`src/sbte_pkg.sv`:
```
package sbte_pkg;

    // Channel numbering follows the event channels 1..12; index 0 is unused.
    localparam int NCH = 13;

    // Wishbone register byte offsets.
    localparam logic [7:0] ADDR_SEQ_MODE   = 8'h00;
    localparam logic [7:0] ADDR_CH_ENABLE  = 8'h04;
    localparam logic [7:0] ADDR_STATUS     = 8'h08;
    localparam logic [7:0] ADDR_WIN5_LO    = 8'h0c;
    localparam logic [7:0] ADDR_WIN5_HI    = 8'h10;
    localparam logic [7:0] ADDR_WIN6_LO    = 8'h14;
    localparam logic [7:0] ADDR_WIN6_HI    = 8'h18;
    localparam logic [7:0] ADDR_WIN_QUAL   = 8'h1c;
    localparam logic [7:0] ADDR_BR_QUAL    = 8'h20;
    localparam logic [7:0] ADDR_PRED_BASE  = 8'h40;

    // Field positions.
    localparam int SEQ_MODE_LSB    = 0;
    localparam int SEQ_SYS_LSB     = 4;
    localparam int PRED_SEL_LSB    = 0;
    localparam int FLAG_ACT_LSB    = 4;
    localparam int QUAL_RW_LSB     = 0;
    localparam int QUAL_CYC_LSB    = 2;
    localparam int QUAL_ASID_DC    = 4;
    localparam int QUAL_ASID_LSB   = 8;
    localparam int QUAL_TR_EN      = 16;

    // Reset values.
    localparam logic [31:0] RST_ZERO     = 32'h0000_0000;
    localparam logic        RST_CPU_FLAG = 1'b0;

    // Predecessor selection codes (0 none, 1..12 channel, 15 CPU match flag).
    localparam logic [3:0] PRED_NONE = 4'h0;
    localparam logic [3:0] PRED_FLAG = 4'hf;

    // Flag action codes.
    localparam logic [1:0] FLAG_KEEP  = 2'h0;
    localparam logic [1:0] FLAG_SET   = 2'h1;
    localparam logic [1:0] FLAG_CLEAR = 2'h2;

    localparam logic [31:0] RESET_VECTOR = 32'ha000_0000;

    typedef enum logic [3:0] {
        SBTE_CPU_OFF  = 4'h0,
        SBTE_CPU_2_1  = 4'h1,
        SBTE_CPU_4_3  = 4'h3,
        SBTE_CPU_6_5  = 4'h2,
        SBTE_CPU_11_10 = 4'h6,
        SBTE_CPU_3_1  = 4'h7,
        SBTE_CPU_4_1  = 4'h5,
        SBTE_CPU_5_1  = 4'h4,
        SBTE_CPU_6_1  = 4'hc,
        SBTE_CPU_10_1 = 4'hd,
        SBTE_CPU_11_1 = 4'hf,
        SBTE_CPU_EXT  = 4'he
    } sbte_cpu_mode_t;

    typedef enum logic [1:0] {
        SBTE_SYS_OFF = 2'h0,
        SBTE_SYS_9_8 = 2'h1,
        SBTE_SYS_8_9 = 2'h3,
        SBTE_SYS_EXT = 2'h2
    } sbte_sys_mode_t;

    typedef enum logic [2:0] {
        SBTE_BR_PLAIN = 3'h0,
        SBTE_BR_COND  = 3'h1,
        SBTE_BR_SUB   = 3'h2,
        SBTE_BR_EXC   = 3'h3,
        SBTE_BR_INT   = 3'h4,
        SBTE_BR_RESET = 3'h5
    } sbte_br_kind_t;

    // Observed branch from the pipeline.
    typedef struct packed {
        logic          valid;
        logic [31:0]   src;
        logic [31:0]   dst;
        sbte_br_kind_t kind;
        logic [1:0]    master;
        logic          bf_bt;
        logic          zero_disp;
        logic          completion_exc;
        logic [31:0]   next_pc;
    } sbte_branch_t;

    // Observed operand access.
    typedef struct packed {
        logic        valid;
        logic [31:0] addr;
        logic        write;
        logic [1:0]  cycle;
        logic [7:0]  asid;
        logic [31:0] data;
    } sbte_access_t;

    // Trace record handed to the collector.
    typedef struct packed {
        logic        valid;
        logic [1:0]  rtype;
        logic [31:0] word_a;
        logic [31:0] word_b;
        logic [2:0]  kind;
        logic [1:0]  master;
    } sbte_record_t;

    localparam logic [1:0] REC_BRANCH = 2'h0;
    localparam logic [1:0] REC_WINDOW = 2'h1;
    localparam logic [1:0] REC_SOFT   = 2'h2;

endpackage

```
`src/sbte_core.sv`:
```
// Notes on behaviour
// - System-bus mode 9->8 halts only when ch9 matched before ch8; both enabled.
// - Reverse system-bus mode 8->9 halts only when ch8 matched before ch9.
// - Extended mode allows any channel ordering for CPU and system-bus groups.
// - Extended channel with a predecessor counts only after that predecessor matched.
// - Predecessor set to CPU match flag counts only while the flag is set.
// - A channel acting as predecessor never breaks itself; it only advances.
// - Each channel's match may set or clear the CPU match flag.
// - Any break returns the CPU match flag to its initial value.
// - Branch record holds source, destination, branch kind and bus master type.
// - Channel 12 selects captured branch kinds when its trace action is on.
// - Accesses inside a configured address window are captured into trace.
// - Window trace qualified by read/write type, bus cycle kind, optional ASID.
// - Window trace lives on operand-access channels 5 and 6 as range compares.
// - ASID marked don't care matches accesses of every address space.
// - Software trace instruction records its PC and one general register.
// - Zero-displacement branch_if_false / branch_if_true produce no branch record.
// - The reset jump to the reset vector is never branch-traced.
// - Completion exception branch records the address after the faulting instruction.
// - Fixed CPU chains halt only on strictly descending channel order.
//
// Design decisions made here: register access over Wishbone and the address map.
module sbte_core
    import sbte_pkg::*;
(
    // Clock and reset.
    input  wire logic         clk_i,
    input  wire logic         rst_i,
    // Wishbone slave.
    input  wire logic         wb_cyc_i,
    input  wire logic         wb_stb_i,
    input  wire logic         wb_we_i,
    input  wire logic [7:0]   wb_adr_i,
    input  wire logic [3:0]   wb_sel_i,
    input  wire logic [31:0]  wb_dat_i,
    output logic      [31:0]  wb_dat_o,
    output logic              wb_ack_o,
    // Channel conditions from the comparators, bit n is channel n.
    input  wire logic [12:0]  ch_match_i,
    // Pipeline observation.
    input  wire sbte_branch_t branch_i,
    input  wire sbte_access_t access_i,
    input  wire logic         soft_trace_i,
    input  wire logic [31:0]  soft_pc_i,
    input  wire logic [31:0]  soft_reg_i,
    // Break and trace outputs.
    output logic              break_o,
    output logic              cpu_flag_o,
    output sbte_record_t      record_o
);

    typedef struct packed {
        logic [31:0]    ack_data;
        logic           ack;
        sbte_cpu_mode_t cpu_mode;
        sbte_sys_mode_t sys_mode;
        logic [12:0]    ch_en;
        logic [12:0]    seen;
        logic           cpu_flag;
        logic           brk;
        logic [31:0]    win5_lo;
        logic [31:0]    win5_hi;
        logic [31:0]    win6_lo;
        logic [31:0]    win6_hi;
        logic [16:0]    win_qual;
        logic [6:0]     br_qual;
        logic [12:0][5:0] pred;
        sbte_record_t   rec;
    } sbte_state_t;

    sbte_state_t s_reg;
    sbte_state_t s_next;

    // Chain membership: a channel in chain position k must see position k-1 latched.
    function automatic logic [12:0] chain_of(input sbte_cpu_mode_t m);
        unique case (m)
            SBTE_CPU_2_1:   chain_of = 13'h0006;
            SBTE_CPU_4_3:   chain_of = 13'h0018;
            SBTE_CPU_6_5:   chain_of = 13'h0060;
            SBTE_CPU_11_10: chain_of = 13'h0c00;
            SBTE_CPU_3_1:   chain_of = 13'h000e;
            SBTE_CPU_4_1:   chain_of = 13'h001e;
            SBTE_CPU_5_1:   chain_of = 13'h003e;
            SBTE_CPU_6_1:   chain_of = 13'h007e;
            SBTE_CPU_10_1:  chain_of = 13'h047e;
            SBTE_CPU_11_1:  chain_of = 13'h0c7e;
            default:        chain_of = 13'h0000;
        endcase
    endfunction

    // Next higher member of the chain, which must have matched first.
    function automatic logic [3:0] up_of(input logic [12:0] chain, input int n);
        up_of = 4'h0;
        for (int k = 12; k > n; k--) begin
            if (chain[k]) begin
                up_of = 4'(k);
            end
        end
    endfunction

    function automatic logic in_win(input logic [31:0] a, input logic [31:0] lo,
                                    input logic [31:0] hi);
        in_win = (a >= lo) && (a <= hi);
    endfunction

    logic [12:0] chain;
    logic [12:0] counts;
    logic [12:0] is_pred;
    logic        fire;
    logic        flag_new;
    logic        acc_ok;
    logic        br_ok;
    logic        reconf;

    always_comb begin
        s_next  = s_reg;
        chain   = chain_of(s_reg.cpu_mode);
        counts  = '0;
        is_pred = '0;
        fire    = 1'b0;
        reconf  = 1'b0;
        flag_new = s_reg.cpu_flag;

        // Bus slave: one wait state, ack drops the cycle after it is given.
        s_next.ack = wb_cyc_i && wb_stb_i && !s_reg.ack;
        s_next.ack_data = RST_ZERO;
        if (wb_cyc_i && wb_stb_i && !s_reg.ack) begin
            if (wb_we_i && wb_sel_i[0]) begin
                reconf = 1'b1;
                unique case (wb_adr_i)
                    ADDR_SEQ_MODE: begin
                        s_next.cpu_mode = sbte_cpu_mode_t'(wb_dat_i[SEQ_MODE_LSB +: 4]);
                        s_next.sys_mode = sbte_sys_mode_t'(wb_dat_i[SEQ_SYS_LSB +: 2]);
                    end
                    ADDR_CH_ENABLE: s_next.ch_en    = wb_dat_i[12:0];
                    ADDR_WIN5_LO:   s_next.win5_lo  = wb_dat_i;
                    ADDR_WIN5_HI:   s_next.win5_hi  = wb_dat_i;
                    ADDR_WIN6_LO:   s_next.win6_lo  = wb_dat_i;
                    ADDR_WIN6_HI:   s_next.win6_hi  = wb_dat_i;
                    ADDR_WIN_QUAL:  s_next.win_qual = wb_dat_i[16:0];
                    ADDR_BR_QUAL:   s_next.br_qual  = wb_dat_i[6:0];
                    default: begin
                        if (wb_adr_i >= ADDR_PRED_BASE && wb_adr_i[1:0] == 2'b00
                            && wb_adr_i[5:2] <= 4'hc) begin
                            s_next.pred[wb_adr_i[5:2]] = wb_dat_i[5:0];
                        end else begin
                            reconf = 1'b0;
                        end
                    end
                endcase
            end else if (!wb_we_i) begin
                unique case (wb_adr_i)
                    ADDR_SEQ_MODE:  s_next.ack_data = {26'h0, s_reg.sys_mode, s_reg.cpu_mode};
                    ADDR_CH_ENABLE: s_next.ack_data = {19'h0, s_reg.ch_en};
                    ADDR_STATUS:    s_next.ack_data = {17'h0, s_reg.cpu_flag, s_reg.brk,
                                                       s_reg.seen};
                    ADDR_WIN5_LO:   s_next.ack_data = s_reg.win5_lo;
                    ADDR_WIN5_HI:   s_next.ack_data = s_reg.win5_hi;
                    ADDR_WIN6_LO:   s_next.ack_data = s_reg.win6_lo;
                    ADDR_WIN6_HI:   s_next.ack_data = s_reg.win6_hi;
                    ADDR_WIN_QUAL:  s_next.ack_data = {15'h0, s_reg.win_qual};
                    ADDR_BR_QUAL:   s_next.ack_data = {25'h0, s_reg.br_qual};
                    default: begin
                        if (wb_adr_i >= ADDR_PRED_BASE && wb_adr_i[5:2] <= 4'hc) begin
                            s_next.ack_data = {26'h0, s_reg.pred[wb_adr_i[5:2]]};
                        end
                    end
                endcase
            end
        end

        // Sequencing. Matches count against latches from earlier cycles only.
        for (int n = 1; n < NCH; n++) begin
            logic [3:0] p;
            logic       ext;
            p   = PRED_NONE;
            ext = (n == 8 || n == 9) ? (s_reg.sys_mode == SBTE_SYS_EXT)
                                     : (s_reg.cpu_mode == SBTE_CPU_EXT);
            if (ext) begin
                p = s_reg.pred[n][PRED_SEL_LSB +: 4];
            end else if (n == 8 && s_reg.sys_mode == SBTE_SYS_9_8) begin
                p = 4'h9;
            end else if (n == 9 && s_reg.sys_mode == SBTE_SYS_8_9) begin
                p = 4'h8;
            end else if (n != 8 && n != 9 && chain[n]) begin
                p = up_of(chain, n);
            end
            if (p == PRED_FLAG) begin
                counts[n] = ch_match_i[n] && s_reg.cpu_flag;
            end else if (p != PRED_NONE && p <= 4'hc) begin
                counts[n] = ch_match_i[n] && s_reg.seen[p] && s_reg.ch_en[p];
                is_pred[p] = 1'b1;
            end else begin
                counts[n] = ch_match_i[n];
            end
            counts[n] = counts[n] && s_reg.ch_en[n];
        end

        for (int n = 1; n < NCH; n++) begin
            if (counts[n]) begin
                s_next.seen[n] = 1'b1;
                unique case (s_reg.pred[n][FLAG_ACT_LSB +: 2])
                    FLAG_SET:   flag_new = 1'b1;
                    FLAG_CLEAR: flag_new = 1'b0;
                    default:    ;
                endcase
                // Any non-predecessor channel may halt while either sequence mode is on; a predecessor just advances.
                if (!is_pred[n] && (s_reg.cpu_mode != SBTE_CPU_OFF
                                    || s_reg.sys_mode != SBTE_SYS_OFF)) begin
                    fire = 1'b1;
                end
            end
        end
        s_next.cpu_flag = flag_new;

        s_next.brk = fire;
        if (fire || reconf) begin
            s_next.seen     = '0;
        end
        if (fire) begin
            s_next.cpu_flag = RST_CPU_FLAG;
        end

        // Trace capture; software trace wins, then branch, then window access.
        acc_ok = access_i.valid
            && (access_i.write ? s_reg.win_qual[QUAL_RW_LSB + 1]
                               : s_reg.win_qual[QUAL_RW_LSB])
            && (access_i.cycle == s_reg.win_qual[QUAL_CYC_LSB +: 2])
            && (s_reg.win_qual[QUAL_ASID_DC]
                || access_i.asid == s_reg.win_qual[QUAL_ASID_LSB +: 8])
            && s_reg.win_qual[QUAL_TR_EN]
            && ((s_reg.ch_en[5] && in_win(access_i.addr, s_reg.win5_lo, s_reg.win5_hi))
                || (s_reg.ch_en[6] && in_win(access_i.addr, s_reg.win6_lo,
                                             s_reg.win6_hi)));
        br_ok = branch_i.valid && s_reg.ch_en[12]
            && s_reg.br_qual[6] && s_reg.br_qual[branch_i.kind]
            && !(branch_i.bf_bt && branch_i.zero_disp)
            && !(branch_i.kind == SBTE_BR_RESET && branch_i.dst == RESET_VECTOR);

        s_next.rec = '0;
        if (soft_trace_i) begin
            s_next.rec = '{1'b1, REC_SOFT, soft_pc_i, soft_reg_i, 3'h0, 2'h0};
        end else if (br_ok) begin
            s_next.rec = '{1'b1, REC_BRANCH,
                           branch_i.completion_exc ? branch_i.next_pc
                                                   : branch_i.src,
                           branch_i.dst, branch_i.kind, branch_i.master};
        end else if (acc_ok) begin
            s_next.rec = '{1'b1, REC_WINDOW, access_i.addr, access_i.data,
                           {access_i.write, access_i.cycle}, 2'h0};
        end
    end

    always_ff @(posedge clk_i) begin
        if (rst_i) begin
            s_reg          <= '0;
            s_reg.cpu_flag <= RST_CPU_FLAG;
        end else begin
            s_reg <= s_next;
        end
    end

    assign wb_dat_o   = s_reg.ack_data;
    assign wb_ack_o   = s_reg.ack;
    assign break_o    = s_reg.brk;
    assign cpu_flag_o = s_reg.cpu_flag;
    assign record_o   = s_reg.rec;

endmodule

```
`config.mk`:
```
export PLATFORM = sky130hd
export DESIGN_NAME = sbte_core
export DESIGN_NICKNAME = d
export VERILOG_FILES = /design/src/sbte_pkg.sv /design/src/sbte_core.sv
export SDC_FILE = /design/constraint.sdc
export NUM_CORES = 1
export LEC_CHECK = 0
export BUFFER_PORTS_ARGS = -buffer_cell sky130_fd_sc_hd__buf_2
export CAP_MARGIN = 20
export CELL_PAD_IN_SITES_DETAIL_PLACEMENT = 0
export CELL_PAD_IN_SITES_GLOBAL_PLACEMENT = 1
export CORE_ASPECT_RATIO = 1.2
export CORE_MARGIN = 4
export CORE_UTILIZATION = 45
export DETAILED_ROUTE_END_ITERATION = 16
export HOLD_SLACK_MARGIN = 0.03
export PLACE_DENSITY = 0.89
export SLEW_MARGIN = 20
export SYNTH_ARGS = -nofsm -noshare
export SYNTH_HDL_FRONTEND = slang
export SYNTH_SLANG_ARGS = --single-unit
```
`constraint.sdc`:
```
create_clock -name clk_i -period 4.65 [get_ports clk_i]
set_input_delay 1.1625 -clock clk_i [delete_from_list [all_inputs] [get_ports clk_i]]
set_output_delay 1.1625 -clock clk_i [all_outputs]
set_load 0.1 [all_outputs]
```
==> run_results.csv, run 1 <==
group,metric,value,unit
placed_design,routabilityCongestion,1.11,
route,wirelength,110,mm
finish,drive_above_1_share,20.3,%
synth,yosysWarnings,0,
route,vias,25329,
worst_hold_path,worstHoldStart,"s_reg[317]$_SDFFE_PP0P_",
route,wl_per_cell,27.4,um
grt,grt_antenna_before_repair,25,
die,placementRows,92,
route,drt.antenna.violating_nets,0,
critical_path,critical-path-top-delay-family,"compound AO/OA/AOI/OAI gates",
worst_hold_path,hold_class,"reg2reg",
critical_path,r2r_cells,11,
critical_path,crit_buf_inv,2,
route,dr.first_iter.drc_count,2937,
die,die_area,56600,um^2
worst_hold_path,hold_depth,2,
synth,synth_xor_area_share,0.368,%
power_and_ir_drop,vdd_drop_max,0.264,mV
placed_design,dp.final_hpwl,83.6,mm
die,io_pins,415,
clock_tree,clk_latency,0.59,ns
synth,synth_compound_area_share,23.2,%
run_status,outcome,"complete, no violations",
placed_design,portBuffers,410,
critical_path,crit_path_start,"s_reg[335]$_SDFFE_PP0P_",
route,dr.pass1.iters,7,
critical_path,crit_fanout,39,
finish,layout_common_cells,"nand2_1 (510), buf_2 (409), dfxtp_1 (375)",
power_and_ir_drop,p_leak,10.0,nW
die,core_area,52400,um^2
grt,grt_usage,36.9,%
synth,synth_cell_types,95,
timing,whs,0.461,ns
synth,synth_top_family_by_area,"compound AO/OA/AOI/OAI gates",
critical_path,cp_common_cell,"a32oi_1",
timing,slew-limit-headroom,26.5,%
clock_tree,cts-root-buf,"clkbuf_16",
finish,largest_register_ffs,261,
die,start_util,45.4,%
timing,timing.fmax,257,MHz
synth,synth_edf_count,0,
synth,syn_nets,3485,
synth,async_reset_ff_share,0,%
finish,nets,3715,
route,via_per_inst,6.30,
critical_path,slowest_stage,"dfxtp_1",
clock_tree,cts_max_level,2,
critical_path,end_kind,"flop",
clock_tree,cts_made_buffers,40,
synth,ys_seq_area_share,31.6,%
clock_tree,clk_pin_slew,0.06,ns
critical_path,cp-start-kind,"flop",
die,die_h,260,um
synth,synth-simple-area-share,20.2,%
synth,syn_area,23800,um^2
grt,grt_overflow,0,
timing,setup_violations,0,
critical_path,cpPeakStageDelay,0.56,ns
flow_run,maxCapViolCount,0,
timing,hold_viol,0,
synth,syn_avg_cell_area,7.83,um^2
synth,yosys.area_share.adder,7.36,%
timing,fin_crit,3.90,ns
timing,fin_tns_setup,0,ns
critical_path,crit_type,"reg2reg",
synth,synth_mux_area_share,7.96,%
clock_tree,clock_sinks,375,
grt,grt_pass1_wl,158,mm
synth,synth_ff_type,"dfxtp_1",
worst_hold_path,hold_end,"s_reg[317]$_SDFFE_PP0P_",
clock_tree,postCtsSetupBuffers,0,
critical_path,reg2reg_from,"s_reg[335]$_SDFFE_PP0P_",
route,drc,0,
power_and_ir_drop,power_density,272,nW/um^2
timing,fin_crit_sh,83.8,%
die,dieWidth,218,um
grt,grt_pass1_vias,23961,
timing,rsz0062_at_grt,"false",
synth,netlist_instances,3037,
timing,final_max_slew_viol_count,0,
clock_tree,cts_buffer_depth,3,
clock_tree,post_cts_resized,0,
critical_path,crit_chain,"and4b_2 > buf_12 > nand2_1 > a211oi_2 > a32oi_1 > a32o_1 > o31ai_2 > buf_4 > a32oi_1 > o211a_1 > nor4_2",
critical_path,crit_arrival,4.40,ns
synth,synth_seq_cells,375,
critical_path,reg2reg_slack,0.75,ns
clock_tree,cts_tree,"built",
clock_tree,ctsHoldBuffers,0,
finish,final_common_cell,"nand2_1",
critical_path,timing.rr.end,"cpu_flag_o$_SDFF_PP0_",
critical_path,required,5.15,ns
grt,grt_max_degree,105,
finish,area_growth,15.1,%
timing,worst_slew_pin_slew,1.10,ns
timing,fin_skew,0.0429,ns
-- through the flow --
step	instance area [um^2]	worst slack, ns	util [%]	power, mW	cells
floorplan	23800	1.08	-	3.79	3037
global placement	25900	0.651	49.5	4.07	3930
detailed placement	25900	0.584	49.5	4.08	3930
CTS	27300	0.879	52.2	7.44	4001
global route	27400	0.779	52.2	7.63	4013
finish	27400	0.753	52.3	7.44	4020
-- metal layers --
metal  vias to the layer above  routed length, um  GRT usage [%]
met5                         -                 74              0
met3                       458              10200           7.08
met1                     11990              38600           41.7
met4                        10               9500           25.8
li1                      11254                  -              -
met2                      1617              51900           62.6
-- cell type report --
cell class	instances	area, um^2
Clock buffer	52	1090
Multi-Input combinational cell	2180	14100
Sequential cell	375	7510
Inverter	170	638
Fill cell	4957	25000
Timing Repair Buffer	500	2800
Antenna cell	19	47.5
Tap cell	705	882
Clock inverter	19	292
-- power breakdown --
| part | switching [mW] | internal, mW |
|---|---|---|
| logic | 0.537 | 0.247 |
| clock network | 1.46 | 1.96 |
| registers | 0.00693 | 3.24 |
-- Yosys cell counts, types with 6 or more instances --
cell type | n | area [um^2]
o21ai_0 | 109 | 546
nand2_1 | 510 | 1910
mux2_2 | 35 | 394
or3_1 | 10 | 62.6
a211oi_1 | 17 | 128
nor3b_1 | 7 | 52.6
a22o_1 | 10 | 87.6
nor2b_1 | 51 | 319
a221oi_1 | 24 | 210
and3_1 | 10 | 62.6
nor3_2 | 10 | 100
buf_2 | 9 | 45.0
inv_1 | 169 | 634
dfxtp_1 | 375 | 7510
nor3_1 | 39 | 195
o211ai_1 | 16 | 120
xor2_1 | 9 | 78.8
a222oi_1 | 8 | 80.1
a21o_1 | 46 | 345
or2_2 | 6 | 37.5
ha_1 | 140 | 1750
o22ai_1 | 14 | 87.6
o2111ai_1 | 11 | 96.3
and2_1 | 22 | 138
o21ai_1 | 9 | 45.0
nand3b_1 | 12 | 90.1
a2bb2oi_1 | 6 | 52.6
mux4_2 | 23 | 518
nand3_1 | 65 | 325
nor4_1 | 20 | 125
a21oi_1 | 262 | 1310
buf_1 | 12 | 45.0
clkbuf_1 | 182 | 683
a32oi_1 | 21 | 184
a2111oi_0 | 11 | 96.3
nand4_1 | 35 | 219
o21a_1 | 8 | 60.1
nor2_1 | 190 | 713
mux2i_1 | 97 | 971
a31oi_1 | 29 | 181
a22oi_1 | 153 | 1150
nand2b_1 | 23 | 144
buf_4 | 107 | 803
-- worst register-to-register path: cells and delay by family (launching register included) --
| family | cells | cell delay (ns) |
|---|---|---|
| and+or+nand+nor | 3 | 0.94 |
| AOI/OAI and AO/OA | 6 | 1.84 |
| DFF | 1 | 0.56 |
| buffers and inverters | 2 | 0.52 |
-- worst max path at each step --
stage,to,cells past startpoint
6_report,cpu_flag_o$_SDFF_PP0_,11
3_5_place_dp,record_o[35]$_SDFF_PP0_,13
2_1_floorplan,record_o[36]$_SDFF_PP0_,13
5_1_grt,cpu_flag_o$_SDFF_PP0_,11
4_1_cts,cpu_flag_o$_SDFF_PP0_,11
3_3_place_gp,record_o[66]$_SDFF_PP0_,13
-- cells by family (layout without fill, tap and decap cells) --
group / count (synthesis) / in the layout
AO/OA/AOI/OAI: 831 / 831
XOR/XNOR: 10 / 10
adder cells (fa/ha/maj): 140 / 140
buffers and inverters: 482 / 741
flip-flops: 375 / 375
multiplexers: 156 / 156
other: 0 / 19
AND/OR/NAND/NOR: 1043 / 1043
Note: power is estimated with default switching activity, not from simulation.
==> run 2, diff against run 1 <==
--- a/config.mk
+++ b/config.mk
@@ -11,10 +11,10 @@
 export CELL_PAD_IN_SITES_GLOBAL_PLACEMENT = 1
 export CORE_ASPECT_RATIO = 1.2
 export CORE_MARGIN = 4
-export CORE_UTILIZATION = 45
+export CORE_UTILIZATION = 42
 export DETAILED_ROUTE_END_ITERATION = 16
 export HOLD_SLACK_MARGIN = 0.03
-export PLACE_DENSITY = 0.89
+export PLACE_DENSITY = 0.84
 export SLEW_MARGIN = 20
 export SYNTH_ARGS = -nofsm -noshare
 export SYNTH_HDL_FRONTEND = slang
==> constraint.sdc (replaced) <==
create_clock -name clk_i -period 3.6 [get_ports clk_i]
set_input_delay 0.9 -clock clk_i [delete_from_list [all_inputs] [get_ports clk_i]]
set_output_delay 0.9 -clock clk_i [all_outputs]
set_load 0.1 [all_outputs]
==> run_results.csv, run 2 (synthesis results as in run 1) <==
group,metric,value,unit
timing,setup_violations,0,
clock_tree,cts_tree,"built",
worst_hold_path,hold_class,"reg2reg",
finish,seq_area,7510,um^2
clock_tree,cts_max_level,2,
die,die_area,60500,um^2
critical_path,cpPeakStageDelay,0.48,ns
timing,slew-limit-headroom,32.0,%
die,die_h,269,um
clock_tree,clk_pin_slew,0.06,ns
power_and_ir_drop,p_leak,10.8,nW
timing,hold_viol,0,
critical_path,end_kind,"flop",
route,drc,0,
power_and_ir_drop,power.switching,2.63,mW
placed_design,dp.final_hpwl,88.9,mm
placed_design,portBuffers,410,
grt,grt_overflow,0,
power_and_ir_drop,power_density,345,nW/um^2
route,dr.pass1.iters,6,
finish,n_fill_cell,5465,
critical_path,crit_chain,"and2_1 > mux4_2 > and2_1 > a2111oi_0 > o22ai_1 > nor2b_1 > buf_4 > a221oi_2 > o2111ai_2 > buf_12 > nor4_2",
critical_path,cp_common_cell,"and2_1",
clock_tree,ctsHoldBuffers,0,
timing,final_max_slew_viol_count,0,
finish,largest_register_ffs,261,
finish,area_growth,20.5,%
route,vias,25526,
power_and_ir_drop,finalPower,9.90,mW
die,start_util,42.5,%
die,dieWidth,225,um
critical_path,required,4.11,ns
timing,timing.fmax,290,MHz
critical_path,crit_arrival,3.96,ns
die,io_pins,415,
power_and_ir_drop,clockPowerShare,47.4,%
timing,whs,0.462,ns
critical_path,cp-start-kind,"flop",
grt,grt_pass1_wl,164,mm
finish,layout_common_cells,"nand2_1 (510), buf_2 (409), dfxtp_1 (375)",
clock_tree,cts_buffer_depth,3,
route,dr.first_iter.drc_count,2942,
clock_tree,cts-root-buf,"clkbuf_16",
critical_path,crit_fanout,13,
critical_path,crit_buf_inv,2,
critical_path,slowest_stage,"mux4_2",
die,placementRows,95,
power_and_ir_drop,seq_power_share,42.3,%
finish,final_common_cell,"nand2_1",
power_and_ir_drop,vdd_drop_max,0.353,mV
finish,multi_input_area,14100,um^2
timing,worst_slew_pin_slew,1.02,ns
finish,post-route-util,51.2,%
finish,fin_cells,4190,
run_status,outcome,"complete, no violations",
critical_path,critical-path-top-delay-family,"compound AO/OA/AOI/OAI gates",
grt,grt_antenna_before_repair,21,
route,wirelength,115,mm
route,via_per_inst,6.09,
route,drt.antenna.violating_nets,0,
grt,grt_usage,36.0,%
critical_path,crit_type,"reg2reg",
power_and_ir_drop,switching_share,26.6,%
grt,grt_pass1_vias,24969,
finish,drive_above_1_share,23.7,%
flow_run,maxCapViolCount,0,
timing,fin_crit,3.45,ns
grt,grt_max_degree,117,
route,wl_per_cell,27.4,um
clock_tree,cts_made_buffers,43,
timing,rsz0062_at_grt,"false",
clock_tree,clock_sinks,375,
placed_design,dp_cells,4094,
timing,fin_skew,0.0340,ns
clock_tree,clk_latency,0.60,ns
power_and_ir_drop,combPwrFrac,10.3,%
finish,nets,3860,
power_and_ir_drop,p_int,7.27,mW
placed_design,routabilityCongestion,1.03,
timing,fin_crit_sh,95.9,%
die,core_area,56000,um^2
-- run 2: worst register-to-register path: stages, from the launching register on --
cell       delay [ns]
dfxtp_1          0.34
and2_1           0.28
mux4_2           0.48
and2_1           0.17
a2111oi_0        0.47
o22ai_1          0.28
nor2b_1          0.20
buf_4            0.15
a221oi_2         0.32
o2111ai_2        0.20
buf_12           0.20
nor4_2           0.28
-- run 2: final cells by class --
class | instances | area share, %
diodes | 18 | 0.157
clock buffers | 61 | 4.27
clock inverters | 17 | 0.956
inverters | 170 | 2.23
multi-input cells | 2180 | 49.2
flip-flops and latches | 375 | 26.2
well taps | 727 | 3.17
repair buffers | 642 | 13.8
-- run 2: metrics by stage --
step | TNS, ns | cell area, um^2 | setup slack, ns
6_report | 0 | 28700 | 0.147
5_1_grt | 0 | 28700 | 0.100
4_1_cts | 0 | 28600 | 0.194
3_5_place_dp | -0.0302 | 27100 | -0.0170
3_3_place_gp | 0 | 27100 | 0.0175
2_1_floorplan | 0 | 23800 | 0.295
-- run 2: timing repair --
action	in CTS	in global routing
gates resized for setup	0	1
setup endpoints to repair	0	1
buffers inserted	0	0
-- run 2: worst paths after layout --
kind | slack [ns] | from | cells past startpoint | endpoint
min | 0.46 | s_reg[164]$_SDFFE_PP0P_ | 2 | s_reg[164]$_SDFFE_PP0P_
max reg2reg | 0.15 | s_reg[308]$_SDFFE_PP0P_ | 11 | cpu_flag_o$_SDFF_PP0_
min reg2reg | 0.46 | s_reg[164]$_SDFFE_PP0P_ | 2 | s_reg[164]$_SDFFE_PP0P_
max | 0.15 | s_reg[308]$_SDFFE_PP0P_ | 11 | cpu_flag_o$_SDFF_PP0_
-- run 2: layer usage --
layer / wire length [um] / global-route usage (%) / up-vias
li1: - / - / 11527
met1: 40400 / 39.3 / 12100
met2: 55100 / 62.2 / 1473
met3: 9590 / 7.22 / 420
met4: 9830 / 26.4 / 6
met5: 40 / 0 / -
-- run 2: power groups by stage --
stage	combinational [mW]	clock (mW)	sequential [mW]
4_1_cts	1.01	4.73	4.19
6_report	1.02	4.69	4.19
3_5_place_dp	1.01	0	4.28
2_1_floorplan	0.610	0	4.28
3_3_place_gp	0.992	0	4.28
5_1_grt	1.09	4.89	4.19
